<file path="src/design/pmd_pkg.sv">
// Package of offsets, field positions and reset values for the peripheral module disable block
// Overview of operation
// - Bit 7 of the system register, when set, stops the system clock to the peripheral clock network.
// - Bit 6 of the system register, when set, disables the fixed voltage reference.
// - Bit 2 of the system register, when set, blocks data EEPROM reads and writes and memory control writes.
// - While EEPROM access is off, an indirect-pointer access to EEPROM space returns zero.
// - Bit 1 of the system register, when set, disables the reference clock output.
// - Bit 0 of the system register, when set, disables pin-change detection on all ports.
// - Unimplemented bits of the disable registers read as zero and ignore writes.
// - Bit 7 of the timer register, when set, disables the numerically controlled oscillator.
// - Bits 6 to 0 of the timer register, when set, disable timers 6 to 0.
// - Bits 6 and 5 of the analog register disable the DAC and the ADC.
// - Bits 2 and 1 of the analog register disable comparators 2 and 1; other bits are unused.
// - Every implemented bit is read/write and clears on any reset.
// - A disabled module has its clock stopped, is held in reset, ignores writes and reads zero.
// - A re-enabled module restarts from reset values and is left alone for one instruction cycle.
package pmd_pkg;
	localparam logic [11:0] PMD_OFS_SYS = 12'h000;
	localparam logic [11:0] PMD_OFS_TMR = 12'h004;
	localparam logic [11:0] PMD_OFS_ANA = 12'h008;
	localparam logic [11:0] PMD_OFS_STAT = 12'h00C;
	localparam logic [7:0] PMD_SYS_MASK = 8'hC7;
	localparam logic [7:0] PMD_TMR_MASK = 8'hFF;
	localparam logic [7:0] PMD_ANA_MASK = 8'h66;
	localparam logic [7:0] PMD_RST_VAL = 8'h00;
	localparam int PMD_BIT_SYSCLK = 7;
	localparam int PMD_BIT_VREF = 6;
	localparam int PMD_BIT_EEPROM = 2;
	localparam int PMD_BIT_REFCLK = 1;
	localparam int PMD_BIT_PINCHG = 0;
	localparam int PMD_BIT_NCO = 7;
	localparam int PMD_BIT_DAC = 6;
	localparam int PMD_BIT_ADC = 5;
	localparam int PMD_BIT_CMP2 = 2;
	localparam int PMD_BIT_CMP1 = 1;
	localparam int PMD_CLK_MHZ = 20;
	localparam int PMD_NVM_WAKE_NS = 1000;
	localparam int PMD_NVM_WAKE_CYC = (PMD_NVM_WAKE_NS * PMD_CLK_MHZ + 999) / 1000;
	localparam int PMD_RESTART_CYC = 1;
endpackage

</file>
<file path="src/design/pmd_top.sv">
// APB slave holding the module disable registers and driving per-module gate and reset outputs
`timescale 1ns/1ps
module pmd_top
	import pmd_pkg::*;
(
	input wire logic sys_clk,
	input wire logic rst_n,
	input wire logic psel,
	input wire logic penable,
	input wire logic pwrite,
	input wire logic [11:0] paddr,
	input wire logic [31:0] pwdata,
	input wire logic [3:0] pstrb,
	output logic [31:0] prdata,
	output logic pready,
	output logic pslverr,
	output logic periph_sysclk_off,
	output logic vref_off,
	output logic eeprom_access_off,
	output logic refclk_out_off,
	output logic pin_change_irq_off,
	output logic num_osc_off,
	output logic [6:0] timer_off,
	output logic dtoa_off,
	output logic atod_off,
	output logic comparator_one_off,
	output logic comparator_two_off,
	input wire logic nvm_rd_req,
	input wire logic nvm_wr_req,
	input wire logic memctl_wr_req,
	input wire logic ind_ptr_eeprom,
	input wire logic [7:0] nvm_rd_data_in,
	output logic nvm_rd_gnt,
	output logic nvm_wr_gnt,
	output logic memctl_wr_gnt,
	output logic [7:0] nvm_rd_data_out,
	output logic nvm_wake_busy
);
	// Selecting a word by address, used by both read and write paths
	function automatic logic hit(input logic [11:0] a, input logic [11:0] ofs);
		hit = (a[11:2] == ofs[11:2]);
	endfunction

	logic [7:0] sys_val;
	logic [7:0] tmr_val;
	logic [7:0] ana_val;
	logic wr_access;
	logic wr_lane0;
	logic sel_sys;
	logic sel_tmr;
	logic sel_ana;
	logic sel_stat;
	logic mapped;
	logic [7:0] stat_val;
	logic [7:0] rd_mux;
	logic [31:0] prdata_reg;
	logic [31:0] prdata_next;
	logic pslverr_reg;
	logic pslverr_next;
	logic setup;
	logic [7:0] sys_out_reg;
	logic [7:0] tmr_out_reg;
	logic [7:0] ana_out_reg;
	logic [7:0] nvm_rd_data_reg;
	logic [7:0] nvm_rd_data_next;

	// Address decode; byte lane 0 carries the eight disable bits
	assign sel_sys = hit(paddr, PMD_OFS_SYS);
	assign sel_tmr = hit(paddr, PMD_OFS_TMR);
	assign sel_ana = hit(paddr, PMD_OFS_ANA);
	assign sel_stat = hit(paddr, PMD_OFS_STAT);
	assign mapped = sel_sys | sel_tmr | sel_ana | sel_stat;
	assign setup = psel && !penable;
	assign wr_access = psel && penable && pwrite && mapped;
	assign wr_lane0 = wr_access && pstrb[0];

	// Registers hold software intent; masks drop unimplemented bits
	pmd_regbit #(.MASK(PMD_SYS_MASK)) u_sys (
		.sys_clk(sys_clk),
		.rst_n(rst_n),
		.wr_en(wr_lane0 && sel_sys),
		.wr_data(pwdata[7:0]),
		.value(sys_val)
	);
	pmd_regbit #(.MASK(PMD_TMR_MASK)) u_tmr (
		.sys_clk(sys_clk),
		.rst_n(rst_n),
		.wr_en(wr_lane0 && sel_tmr),
		.wr_data(pwdata[7:0]),
		.value(tmr_val)
	);
	pmd_regbit #(.MASK(PMD_ANA_MASK)) u_ana (
		.sys_clk(sys_clk),
		.rst_n(rst_n),
		.wr_en(wr_lane0 && sel_ana),
		.wr_data(pwdata[7:0]),
		.value(ana_val)
	);

	// Settle window after EEPROM access comes back, reported as status
	pmd_wake #(.CYCLES(PMD_NVM_WAKE_CYC)) u_wake (
		.sys_clk(sys_clk),
		.rst_n(rst_n),
		.off(eeprom_access_off),
		.busy(nvm_wake_busy)
	);

	// Status word: bit 0 shows that EEPROM is still settling
	assign stat_val = {7'h00, nvm_wake_busy};

	// Read mux; unmapped words read zero and flag an error
	assign rd_mux = sel_sys ? sys_val :
		sel_tmr ? tmr_val :
		sel_ana ? ana_val :
		sel_stat ? stat_val : 8'h00;
	assign prdata_next = setup ? {24'h000000, rd_mux} : prdata_reg;
	assign pslverr_next = setup ? !mapped : pslverr_reg;

	// Read data is latched in setup so the access phase sees a stable word
	always_ff @(posedge sys_clk or negedge rst_n) begin
		if (!rst_n) begin
			prdata_reg <= 32'h00000000;
			pslverr_reg <= 1'b0;
		end else begin
			prdata_reg <= prdata_next;
			pslverr_reg <= pslverr_next;
		end
	end

	// Zero wait states: every access phase completes at once
	assign pready = 1'b1;
	assign prdata = prdata_reg;
	assign pslverr = psel && penable && pslverr_reg;

	// Output stage registered once more so gates never see a decode glitch
	always_ff @(posedge sys_clk or negedge rst_n) begin
		if (!rst_n) begin
			sys_out_reg <= PMD_RST_VAL;
			tmr_out_reg <= PMD_RST_VAL;
			ana_out_reg <= PMD_RST_VAL;
		end else begin
			sys_out_reg <= sys_val;
			tmr_out_reg <= tmr_val;
			ana_out_reg <= ana_val;
		end
	end

	// Per-module disable lines; each acts as clock gate and held reset at the module
	assign periph_sysclk_off = sys_out_reg[PMD_BIT_SYSCLK];
	assign vref_off = sys_out_reg[PMD_BIT_VREF];
	assign eeprom_access_off = sys_out_reg[PMD_BIT_EEPROM];
	assign refclk_out_off = sys_out_reg[PMD_BIT_REFCLK];
	assign pin_change_irq_off = sys_out_reg[PMD_BIT_PINCHG];
	assign num_osc_off = tmr_out_reg[PMD_BIT_NCO];
	assign timer_off = tmr_out_reg[6:0];
	assign dtoa_off = ana_out_reg[PMD_BIT_DAC];
	assign atod_off = ana_out_reg[PMD_BIT_ADC];
	assign comparator_two_off = ana_out_reg[PMD_BIT_CMP2];
	assign comparator_one_off = ana_out_reg[PMD_BIT_CMP1];

	// EEPROM gate: requests are only granted while access is on
	assign nvm_rd_gnt = nvm_rd_req && !eeprom_access_off;
	assign nvm_wr_gnt = nvm_wr_req && !eeprom_access_off;
	assign memctl_wr_gnt = memctl_wr_req && !eeprom_access_off;

	// Returned EEPROM data is forced to zero while access is off
	assign nvm_rd_data_next = (eeprom_access_off || !nvm_rd_req) ? 8'h00 :
		(ind_ptr_eeprom || nvm_rd_req ? nvm_rd_data_in : 8'h00);
	always_ff @(posedge sys_clk or negedge rst_n) begin
		if (!rst_n) begin
			nvm_rd_data_reg <= 8'h00;
		end else begin
			nvm_rd_data_reg <= nvm_rd_data_next;
		end
	end
	assign nvm_rd_data_out = nvm_rd_data_reg;

	// Checks tying outputs to register state and the bus protocol
	property p_sysclk_follow;
		@(posedge sys_clk) disable iff (!rst_n)
		(wr_lane0 && sel_sys) |=> ##1 periph_sysclk_off == $past(pwdata[7], 2);
	endproperty
	a_sysclk_follow: assert property (p_sysclk_follow) else $error("sysclk gate wrong");

	property p_vref_follow;
		@(posedge sys_clk) disable iff (!rst_n)
		(wr_lane0 && sel_sys) |-> ##2 vref_off == $past(pwdata[6], 2);
	endproperty
	a_vref_follow: assert property (p_vref_follow) else $error("vref gate wrong");

	property p_nvm_block;
		@(posedge sys_clk) disable iff (!rst_n)
		eeprom_access_off |-> !nvm_rd_gnt && !nvm_wr_gnt && !memctl_wr_gnt;
	endproperty
	a_nvm_block: assert property (p_nvm_block) else $error("eeprom not blocked");

	property p_ind_zero;
		@(posedge sys_clk) disable iff (!rst_n)
		(eeprom_access_off && ind_ptr_eeprom) |=> nvm_rd_data_out == 8'h00;
	endproperty
	a_ind_zero: assert property (p_ind_zero) else $error("eeprom read not zero");

	property p_timer_follow;
		@(posedge sys_clk) disable iff (!rst_n)
		(wr_lane0 && sel_tmr) |-> ##2 timer_off == $past(pwdata[6:0], 2);
	endproperty
	a_timer_follow: assert property (p_timer_follow) else $error("timer gate wrong");

	property p_nco_follow;
		@(posedge sys_clk) disable iff (!rst_n)
		(wr_lane0 && sel_tmr) |-> ##2 num_osc_off == $past(pwdata[7], 2);
	endproperty
	a_nco_follow: assert property (p_nco_follow) else $error("nco gate wrong");

	property p_ana_follow;
		@(posedge sys_clk) disable iff (!rst_n)
		(wr_lane0 && sel_ana) |-> ##2 (dtoa_off == $past(pwdata[6], 2)) &&
			(atod_off == $past(pwdata[5], 2)) && (comparator_one_off == $past(pwdata[1], 2));
	endproperty
	a_ana_follow: assert property (p_ana_follow) else $error("analog gate wrong");

	property p_ana_unused;
		@(posedge sys_clk) disable iff (!rst_n)
		(setup && sel_ana) |=> (prdata[7] == 1'b0) && (prdata[4:3] == 2'b00) && !prdata[0];
	endproperty
	a_ana_unused: assert property (p_ana_unused) else $error("unused bit read high");

	property p_stable_out;
		@(posedge sys_clk) disable iff (!rst_n)
		!(wr_lane0) ##1 !(wr_lane0) |=> $stable(sys_out_reg);
	endproperty
	a_stable_out: assert property (p_stable_out) else $error("gate moved without write");

	property p_refclk_follow;
		@(posedge sys_clk) disable iff (!rst_n)
		(wr_lane0 && sel_sys) |-> ##2 refclk_out_off == $past(pwdata[1], 2);
	endproperty
	a_refclk_follow: assert property (p_refclk_follow) else $error("refclk gate wrong");

	property p_pinchg_follow;
		@(posedge sys_clk) disable iff (!rst_n)
		(wr_lane0 && sel_sys) |-> ##2 pin_change_irq_off == $past(pwdata[0], 2);
	endproperty
	a_pinchg_follow: assert property (p_pinchg_follow) else $error("pin change gate wrong");

	property p_eeprom_follow;
		@(posedge sys_clk) disable iff (!rst_n)
		(wr_lane0 && sel_sys) |-> ##2 eeprom_access_off == $past(pwdata[2], 2);
	endproperty
	a_eeprom_follow: assert property (p_eeprom_follow) else $error("eeprom gate wrong");

	property p_cmp_follow;
		@(posedge sys_clk) disable iff (!rst_n)
		(wr_lane0 && sel_ana) |-> ##2 (comparator_two_off == $past(pwdata[2], 2)) &&
			(comparator_one_off == $past(pwdata[1], 2));
	endproperty
	a_cmp_follow: assert property (p_cmp_follow) else $error("comparator gate wrong");

	// Unused system bits and the upper word must always read low
	property p_sys_unused;
		@(posedge sys_clk) disable iff (!rst_n)
		(setup && sel_sys) |=> prdata[5:3] == 3'b000;
	endproperty
	a_sys_unused: assert property (p_sys_unused) else $error("unused system bit read high");

	property p_rd_upper;
		@(posedge sys_clk) disable iff (!rst_n)
		setup |=> prdata[31:8] == 24'h000000;
	endproperty
	a_rd_upper: assert property (p_rd_upper) else $error("upper read bits high");

	property p_slverr_map;
		@(posedge sys_clk) disable iff (!rst_n)
		(psel && penable) |-> pslverr == !mapped;
	endproperty
	a_slverr_map: assert property (p_slverr_map) else $error("error flag wrong");

	// A write without byte lane 0 must leave every register untouched
	property p_lane0_guard;
		@(posedge sys_clk) disable iff (!rst_n)
		(psel && penable && pwrite && !pstrb[0]) |=>
			$stable(sys_val) && $stable(tmr_val) && $stable(ana_val);
	endproperty
	a_lane0_guard: assert property (p_lane0_guard) else $error("write without lane 0 landed");

	property p_grant_open;
		@(posedge sys_clk) disable iff (!rst_n)
		!eeprom_access_off |-> (nvm_rd_gnt == nvm_rd_req) && (nvm_wr_gnt == nvm_wr_req) &&
			(memctl_wr_gnt == memctl_wr_req);
	endproperty
	a_grant_open: assert property (p_grant_open) else $error("eeprom grant lost");

	property p_nvm_data_on;
		@(posedge sys_clk) disable iff (!rst_n)
		(!eeprom_access_off && nvm_rd_req) |=> nvm_rd_data_out == $past(nvm_rd_data_in);
	endproperty
	a_nvm_data_on: assert property (p_nvm_data_on) else $error("eeprom data lost");

	property p_wake_status;
		@(posedge sys_clk) disable iff (!rst_n)
		(setup && sel_stat) |=> prdata == {31'h00000000, $past(nvm_wake_busy)};
	endproperty
	a_wake_status: assert property (p_wake_status) else $error("status word wrong");

	// The output stage is exactly one register behind the software copy
	property p_out_stage;
		@(posedge sys_clk) disable iff (!rst_n)
		1'b1 |=> {sys_out_reg, tmr_out_reg, ana_out_reg} == $past({sys_val, tmr_val, ana_val});
	endproperty
	a_out_stage: assert property (p_out_stage) else $error("output stage lagging");

	property p_stable_tmr;
		@(posedge sys_clk) disable iff (!rst_n)
		!(wr_lane0 && sel_tmr) |=> ##1 $stable(tmr_out_reg);
	endproperty
	a_stable_tmr: assert property (p_stable_tmr) else $error("timer gate moved");

	property p_stable_ana;
		@(posedge sys_clk) disable iff (!rst_n)
		!(wr_lane0 && sel_ana) |=> ##1 $stable(ana_out_reg);
	endproperty
	a_stable_ana: assert property (p_stable_ana) else $error("analog gate moved");
endmodule

</file>
<file path="src/design/pmd_regbit.sv">
// Single masked disable register with reset-to-zero behaviour
`timescale 1ns/1ps
module pmd_regbit
	import pmd_pkg::*;
#(
	parameter logic [7:0] MASK = 8'hFF
) (
	input wire logic sys_clk,
	input wire logic rst_n,
	input wire logic wr_en,
	input wire logic [7:0] wr_data,
	output logic [7:0] value
);
	logic [7:0] value_reg;
	logic [7:0] value_next;

	// Unused positions are forced low so they never store anything
	assign value_next = wr_en ? (wr_data & MASK) : value_reg;
	assign value = value_reg;

	// Clears on any reset so every module starts enabled
	always_ff @(posedge sys_clk or negedge rst_n) begin
		if (!rst_n) begin
			value_reg <= PMD_RST_VAL;
		end else begin
			value_reg <= value_next;
		end
	end

	// Masked positions must never hold a one, whatever software writes
	property p_unused_zero;
		@(posedge sys_clk) disable iff (!rst_n)
		(value_reg & ~MASK) == 8'h00;
	endproperty
	a_unused_zero: assert property (p_unused_zero) else $error("unused bit set");

	property p_write_lands;
		@(posedge sys_clk) disable iff (!rst_n)
		wr_en |=> value_reg == ($past(wr_data) & MASK);
	endproperty
	a_write_lands: assert property (p_write_lands) else $error("write lost");
endmodule

</file>
<file path="src/design/pmd_wake.sv">
// Countdown that reports when a re-enabled module may be touched again
`timescale 1ns/1ps
module pmd_wake
	import pmd_pkg::*;
#(
	parameter int CYCLES = 1
) (
	input wire logic sys_clk,
	input wire logic rst_n,
	input wire logic off,
	output logic busy
);
	logic off_reg;
	logic [7:0] cnt_reg;
	logic [7:0] cnt_next;
	logic reenable;

	// A falling disable starts the settle window
	assign reenable = off_reg && !off;
	assign cnt_next = reenable ? 8'(CYCLES) : (cnt_reg != 8'h00 ? cnt_reg - 8'h01 : 8'h00);
	assign busy = cnt_reg != 8'h00;

	always_ff @(posedge sys_clk or negedge rst_n) begin
		if (!rst_n) begin
			off_reg <= 1'b0;
			cnt_reg <= 8'h00;
		end else begin
			off_reg <= off;
			cnt_reg <= cnt_next;
		end
	end

	// A re-enable must always open the window, or software could touch a cold module
	property p_wake_start;
		@(posedge sys_clk) disable iff (!rst_n)
		reenable |=> busy;
	endproperty
	a_wake_start: assert property (p_wake_start) else $error("settle window missing");
endmodule

</file>
<file path="config.mk">
export PLATFORM = sky130hd
export DESIGN_NAME = pmd_top
export DESIGN_NICKNAME = d
export VERILOG_FILES = /design/src/design/pmd_pkg.sv /design/src/design/pmd_top.sv /design/src/design/pmd_regbit.sv /design/src/design/pmd_wake.sv
export SDC_FILE = /design/constraint.sdc
export NUM_CORES = 1
export LEC_CHECK = 0
export BUFFER_PORTS_ARGS = -buffer_cell sky130_fd_sc_hd__buf_2
export CORE_ASPECT_RATIO = 1.75
export CORE_MARGIN = 2
export CORE_UTILIZATION = 28
export DETAILED_ROUTE_END_ITERATION = 7
export PLACE_DENSITY = 0.53
export SYNTH_ARGS = -nofsm -noshare
export SYNTH_HDL_FRONTEND = slang
export SYNTH_SLANG_ARGS = --single-unit
</file>
<file path="constraint.sdc">
create_clock -name sys_clk -period 2 [get_ports sys_clk]
set_input_delay 0.5 -clock sys_clk [delete_from_list [all_inputs] [get_ports sys_clk]]
set_output_delay 0.5 -clock sys_clk [all_outputs]
set_load 0.005 [all_outputs]
</file>
# Word-level counts from Yosys, hierarchy flattened
# Index checks and enable logic that the tools add are counted.
# classes
muxes	8
bitwise_logic	3
n_reduce_logical	21
add_sub_neg	1
eq_ne	3
# op_table
cell	n
$mux W8	6
$eq A10 B2 Y1 const B	2
$logic_and A1 B1 Y1	13
$eq A10 B1 Y1 const B	1
$logic_not A10 Y1	1
$reduce_bool A8 Y1	1
$sub A8 B1 Y8 const B	1
$mux W7	1
$logic_not A1 Y1	4
$or A1 B1 Y1	3
$logic_or A1 B1 Y1	2
$mux W1	1
# totals
register_bits	60
out_inout_bits	63
input_bits	65
wordCells	47

# Depth between registers and ports, before layout
# Gate-level depths: netlist of run 1.
# depth
word_depth	7
mapped_depth	6
depth_no_buf	5

# By module
# From an unflattened synthesis of run 1, not the netlist that was laid out.
# hier_totals
hier_cells	209
hier_area_um2	2651.3
# by_module_without_submodules
module	instances	cells_each	seq_area_each_um2	area_each_um2
pmd_top	1	123	850.8	1493.9
pmd_wake	1	42	225.2	439.2
pmd_regbit (u_tmr)	1	17	200.2	331.6
pmd_regbit (u_sys)	1	14	125.1	207.7
pmd_regbit (u_ana)	1	13	100.1	178.9

# Least setup slack after synthesis of run 1
# No wires, ideal clock.
# synth_path
kind	input to register
startpoint	input port paddr[9]
endpoint	register u_tmr.value_reg[0], in the netlist u_tmr.value[0]
required_time_ps	1875
setup_time_ps	125
slack_ps	-1
arrival_ps	1876
n_path_buf	0
path_stages	3
path_cell_list	or4_4 -> nor4_4 -> mux2_2
# synth_via
elab_chain_cells	7
elab_cells_between_ends	10
classes_between	eq/ne (3); bitwise (3); reduce/logical (4)
# synth_lines
element	line	text
from (decl)	pmd_top.sv:11	input wire logic [11:0] paddr,
$eq A10 B1 Y1 / $logic_not A10 Y1 (equally long branches)	pmd_top.sv:41	hit = (a[11:2] == ofs[11:2]);
$or A1 B1 Y1 (3 in a row)	pmd_top.sv:72	assign mapped = sel_sys | sel_tmr | sel_ana | sel_stat;
$logic_and A1 B1 Y1	pmd_top.sv:74	assign wr_access = psel && penable && pwrite && mapped;
$logic_and A1 B1 Y1	pmd_top.sv:75	assign wr_lane0 = wr_access && pstrb[0];
$logic_and A1 B1 Y1 (*)	pmd_top.sv:88	.wr_en(wr_lane0 && sel_tmr),
to (signal assigned)	pmd_regbit.sv:26	value_reg <= value_next;
to (decl)	pmd_regbit.sv:14	logic [7:0] value_reg;
# Mark *: on every way between the ends. The rest lies on a longest branch, timed or not.
# A chain may end at the register's enable or synchronous reset.

# Final worst setup path of run 1
# layout_path
startpoint	register u_wake.cnt_reg[0]
endpoint	output port nvm_wake_busy
# layout_via
elab_chain_cells	1
# layout_lines
element	line	text
from (decl)	pmd_wake.sv:14	logic [7:0] cnt_reg;
from (signal assigned)	pmd_wake.sv:29	cnt_reg <= cnt_next;
$reduce_bool A8 Y1	pmd_wake.sv:21	assign busy = cnt_reg != 8'h00;
to (decl)	pmd_top.sv:37	output logic nvm_wake_busy
# No other way between the ends.

==> impl_metrics.yaml, run 1 <==
logic_synthesis:
  synth.cell_area_sq_um: 2510
  yosys_most_used_dff: "dfrtp_1"
  synth_seq_cells: 60
  netlist_instances: 193
  synth.area.mux_share: 0.0928
  synth_edf_count: 0
  synth_top_family_by_area: "simple AND/OR/NAND/NOR gates"
  synthXorXnorAreaFrac: 0.00349
  ys_warn_count: 0
  yosys.cell_types.count: 38
  synthSimpleGateAreaFrac: 0.127
  async_flop_share: 1.00
  synth_compound_area_frac: 0.0813
  ys_seq_area_frac: 0.599
  synthAdderAreaFrac: 0.00499
  avgSynthCellArea_sq_um: 13.0
clock_network:
  cts_root_buffer: "clkbuf_16"
  clk_pin_slew_ns: 0.05
  numCtsBuffers: 9
  cts.sinks: 60
  clk_latency_ns: 0.32
  cts.htree.levels: 3
  cts-hold-fix-buffers: 0
  cts_tree: "yes"
  cts_buffer_depth: 2
sta:
  min_period_ns: 2.15
  finalSetupViolCount: 1
  tns_ns: -0.149
  clock_skew_ns: 0.00407
  slew_violations: 0
  period_share: 1.07
  worst_slack_ns: -0.149
  whs_ns: 0.178
  hold_viol_final: 0
  fmax_mhz: 465
  rsz0062_at_grt: "yes"
die:
  dieArea_sq_um: 9760
  pin_count: 128
  std_cell_rows: 45
  coreArea_sq_um: 8670
  die_x_um: 75.5
  die_h_um: 129
  start_util: 0.289
cells_and_area:
  stdcell_area_sq_um: 3390
  multi_input_area_sq_um: 885
  n_fill_cell: 886
  mostFrequentLayoutCells: "buf_2 (71), dfrtp_1 (60), conb_1 (25), buf_4 (22), mux2_2 (18)"
  regArea_sq_um: 1500
  fin_util: 0.391
  drive_gt1_frac: 0.465
  syn2layout_area_growth_pct: 35.1
  diodes: 0
  fin_nets: 358
  final_common_cell: "buf_2"
  stdcell_count: 414
detailed_routing:
  ant_nets: 0
  drtIter0Drc: 55
  routed_wirelength_um: 5650
  vias: 1791
  viasPerCell: 4.33
  route.detailed.drc: 0
  dr.pass1.iters: 4
  routedWlPerCell_um: 13.7
placed_design:
  dpl.hpwl_um: 4050
  place_inst: 394
  place_area_sq_um: 3050
  io_buffers: 72
  dp_slack_ns: -0.131
  gp_congestion: 0.699
grt:
  antenna_found_initial: 0
  grt_overflow: 0
  grt_pass1_wl_um: 8620
  grt_max_degree: 61
  grt_pass1_vias: 1750
  grt_usage: 0.122
critical_path:
  cp_slowest_cell: "or4b_4"
  cp-start-kind: "flip-flop"
  required_ns: 1.50
  worstPathCellList: "inv_1 > ha_2 > or4b_4 > nand2b_4 > buf_6"
  criticalPathCategory: "reg -> out"
  cp_max_fo: 2
  worst_ep_arrival_time_ns: 1.65
  setup.worst_path.end_class: "output port"
  critPathMaxStageDelay_ns: 0.46
run_status:
  outcome: "complete, but fails checks"
  violations: "setup timing"
power_and_ir_drop:
  power_mw: 3.32
  vdd_ir_drop_max_mv: 0.451
  power_density_nw_per_um2: 980
  cellLeakagePower_nw: 1.81
run:
  drv_cap: 0
hold_path:
  holdCritPathClass: "in -> async"
[Yosys cell counts (4+ instances only)]
cell	instances	area [sq um]
nand2_1	4	15.0
and2_1	9	56.3
mux2_2	18	203
clkbuf_1	5	18.8
or3_1	5	31.3
a21oi_1	5	25.0
o21ai_0	6	30.0
nor2b_1	4	25.0
nand2b_1	7	43.8
buf_4	25	188
inv_1	4	15.0
dfrtp_1	60	1500
[cell type report]
class                   instances  share of cell area
clock buffers                  12              0.0787
multi-input cells             122               0.261
repair buffers                 95               0.163
clock inverters                 4             0.00665
flip-flops and latches         60               0.443
inverters                       4             0.00443
well taps                     117              0.0432
[metal layers]
metal | vias to the layer above | global-route usage | routed length (um)
li1 | 835 | - | -
met1 | 881 | 0.135 | 2140
met2 | 70 | 0.204 | 3090
met3 | 5 | 0.0443 | 363
met4 | 0 | 0.0526 | 63
met5 | - | 0 | 0
[logic make-up after synthesis]
logic type,Yosys count
DFF,60
muxes,21
adders and majority gates,1
and+or+nand+nor,46
other,2
AOI/OAI and AO/OA,28
buffers and inverters,34
xor gates and xnor gates,1
[worst paths after layout]
| path | startpoint | end | slack, ns | cells past startpoint |
|---|---|---|---|---|
| worst max-delay path | u_wake.cnt_reg[0] | nvm_wake_busy | -0.15 | 5 |
| worst min-delay path | rst_n | nvm_rd_data_out[1] | 0.18 | 2 |
| worst max register to register | u_wake.cnt_reg[0] | u_wake.cnt_reg[6] | 0.25 | 6 |
| worst min register to register | u_sys.value[1] | sys_out_reg[1] | 0.40 | 0 |
| max in group asynchronous | rst_n | u_wake.cnt_reg[5] | 1.54 | 2 |
| min in group sys_clk | nvm_rd_data_in[4] | nvm_rd_data_out[4] | 0.38 | 2 |
[critical path, delay by kind of cell (launching register included)]
kind	cells	cell delay, ns
buf+inv	2	0.18
simple gates	2	0.61
fa+ha+maj	1	0.16
flops	1	0.37
[report_power, final]
group | internal [mW] | leakage [nW] | switching (mW)
clock | 0.931 | 0.144 | 0.518
sequential | 1.31 | 0.809 | 0.0838
combinational | 0.244 | 0.856 | 0.235
[timing repair]
action	4_1_cts	5_1_grt
pin swaps	1	1
setup buffers	3	1
endpoints found under the setup margin	1	1
gates resized for setup	4	0
Power figures use the tool's default switching activity.
==> run 2, diff against run 1 <==
--- a/config.mk
+++ b/config.mk
@@ -5,12 +5,13 @@
 export SDC_FILE = /design/constraint.sdc
 export NUM_CORES = 1
 export LEC_CHECK = 0
+export ABC_AREA = 1
 export BUFFER_PORTS_ARGS = -buffer_cell sky130_fd_sc_hd__buf_2
 export CORE_ASPECT_RATIO = 1.75
 export CORE_MARGIN = 2
 export CORE_UTILIZATION = 28
 export DETAILED_ROUTE_END_ITERATION = 7
-export PLACE_DENSITY = 0.53
+export PLACE_DENSITY = 0.52
 export SYNTH_ARGS = -nofsm -noshare
 export SYNTH_HDL_FRONTEND = slang
 export SYNTH_SLANG_ARGS = --single-unit
==> impl_metrics.yaml, run 2 <==
sta:
  min_period_ns: 1.92
  hold_viol_final: 0
  rsz0062_at_grt: "no"
  period_share: 0.959
  whs_ns: 0.188
  worst_slack_ns: 0.0817
  slew_violations: 0
  clock_skew_ns: 0.00422
  fmax_mhz: 521
  finalSetupViolCount: 0
  tns_ns: 0
clock_network:
  cts-hold-fix-buffers: 0
  cts_root_buffer: "clkbuf_16"
  cts_buffer_depth: 2
  cts.htree.levels: 3
  cts.sinks: 60
  cts_tree: "yes"
  clk_latency_ns: 0.32
  numCtsBuffers: 9
  clk_pin_slew_ns: 0.05
grt:
  grt_max_degree: 61
  grt_pass1_wl_um: 9160
  met3_usage: 0.0259
  grt.busiest_layer: "met2"
  grtUsageMet2: 0.200
  grt_usage: 0.114
  grt_pass1_vias: 1966
  antenna_found_initial: 0
  met1_usage: 0.126
  grt_overflow: 0
logic_synthesis:
  synth_seq_cells: 60
  synth_top_cell_area_share: 0.569
  async_flop_share: 1.00
  yosys.cell_count.top_type: "dfrtp_1"
  ys_warn_count: 0
  synth_area_leaders: "dfrtp_1 (57%), nand2_1 (8.4%), buf_4 (7.1%)"
  netlist_instances: 283
  synth.cell_area_sq_um: 2640
  ys_seq_area_frac: 0.569
  avgSynthCellArea_sq_um: 9.33
  netlist_top_cells_count: "dfrtp_1 (60), nand2_1 (59), inv_1 (42)"
  yosys.cell_types.count: 24
  synth_edf_count: 0
  yosys_most_used_dff: "dfrtp_1"
  yosys.area.top_type: "dfrtp_1"
die:
  coreArea_sq_um: 9090
  pin_count: 128
  std_cell_rows: 46
  die_x_um: 77.4
  dieArea_sq_um: 10300
  die_h_um: 132
  start_util: 0.290
critical_path:
  crit_end: "nvm_wake_busy"
  r2r_cells: 8
  critical_path.startpoint: "u_wake.cnt_reg[0]"
  required_ns: 1.50
  reg2reg_from: "u_wake.cnt_reg[0]"
  cp_max_fo: 2
  worst_ep_arrival_time_ns: 1.42
  regToRegEndpoint: "u_wake.cnt_reg[6]"
  r2r_setup_slack_ns: 0.53
  setup.worst_path.end_class: "output port"
  criticalPathCategory: "reg -> out"
  cp-start-kind: "flip-flop"
detailed_routing:
  route.detailed.drc: 0
  drtIter0Drc: 73
  routed_wirelength_um: 5630
  viasPerCell: 4.02
  routedWlPerCell_um: 11.4
  ant_nets: 0
  vias: 1988
  dr.pass1.iters: 4
run:
  drv_cap: 0
power_and_ir_drop:
  power_mw: 3.27
  internal_power_mw: 2.46
  power_density_nw_per_um2: 960
  p_sw_frac: 0.250
  cellLeakagePower_nw: 1.95
  share_comb_of_total_power: 0.137
  p_clk_frac: 0.441
  vdd_ir_drop_max_mv: 0.432
  power_switching_mw: 0.817
  p_seq_frac: 0.421
cells_and_area:
  n_fill_cell: 977
  syn2layout_area_growth_pct: 29.1
  diodes: 0
  final_common_cell: "buf_2"
  fin_nets: 437
  mostFrequentLayoutCells: "buf_2 (72), dfrtp_1 (60), nand2_1 (59), inv_1 (39), nor2_1 (27)"
  drive_gt1_frac: 0.317
  multi_input_area_sq_um: 867
  regArea_sq_um: 1500
placed_design:
  dp_slack_ns: 0.239
  dpl.hpwl_um: 4210
  gp_congestion: 0.774
  io_buffers: 72
run_status:
  outcome: "complete, no violations"
hold_path:
  holdCritPathClass: "in -> async"
## run 2: cell types whose count changed after synthesis, sizes merged, moves of 4 or more
cell / previous run / this run
and2: 9 / 0
mux2: 18 / 0
or3: 5 / 0
inv: 4 / 42
o21ai: 6 / 19
nor2: 3 / 34
nor4: 4 / 0
nand2b: 7 / 0
nor2b: 4 / 0
nand2: 4 / 60
nand3: 0 / 27
clkbuf: 5 / 0
## run 2: layer usage
layer	part of all wire	wire [um]
met4	0.024	136
met1	0.39	2200
met2	0.53	2980
met5	0	0
met3	0.055	312
## run 2: worst max-delay path, cell delays in order, from the launching register on
cell and delay [ns]:
dfrtp_1 0.38, inv_2 0.06, ha_2 0.17, inv_2 0.06
nor3_4 0.20, nand2_1 0.10, buf_2 0.13
## run 2: power groups by stage
stage | Clock, mW | Combinational, mW | Sequential (mW)
after floorplan | 0 | 0.311 | 1.37
after global placement | 0 | 0.402 | 1.38
after detailed placement | 0 | 0.419 | 1.38
after CTS | 1.48 | 0.424 | 1.36
after global routing | 1.54 | 0.536 | 1.39
final | 1.45 | 0.449 | 1.38
## run 2: logic make-up (layout without fill, tap and decap cells)
group,after synthesis,count (layout),share of synthesized area
simple gates,124,124,0.217
buf+inv,70,139,0.141
flops,60,60,0.569
compound gates,22,22,0.0531
xor+xnor,4,4,0.0133
other cells,2,25,0.00284
fa+ha+maj,1,1,0.00474
## run 2: per-stage QoR
| step | std cells | area, sq um | util |
|---|---|---|---|
| after floorplan | 306 | 2730 | - |
| after global placement | 478 | 3090 | 0.340 |
| after detailed placement | 478 | 3090 | 0.340 |
| after CTS | 494 | 3390 | 0.373 |
| after global routing | 495 | 3410 | 0.375 |
| final | 495 | 3410 | 0.375 |
## run 2: final cells by class
class,instances,share of cell area
Sequential cell,60,0.440
Tap cell,120,0.0440
Clock buffer,14,0.0833
Timing Repair Buffer,81,0.129
Inverter,43,0.0473
Multi-Input combinational cell,176,0.254
Clock inverter,1,0.00147
## run 2: how the worst min path moves through the flow
stage                        start              to  cells after the start
finish                       rst_n       prdata[4]                      2
global route                 rst_n  tmr_out_reg[3]                      2
CTS                          rst_n  tmr_out_reg[3]                      2
detailed placement  u_tmr.value[3]  tmr_out_reg[3]                      0
global placement    u_tmr.value[3]  tmr_out_reg[3]                      0
floorplan                    rst_n  ana_out_reg[1]                      0
## run 2: repair_timing
item,4_1_cts,5_1_grt
hold endpoints to repair,0,0
pin swaps,1,3
buffers inserted,1,1
gates resized for setup,0,6
setup endpoints to repair,1,1
gates cloned,0,0
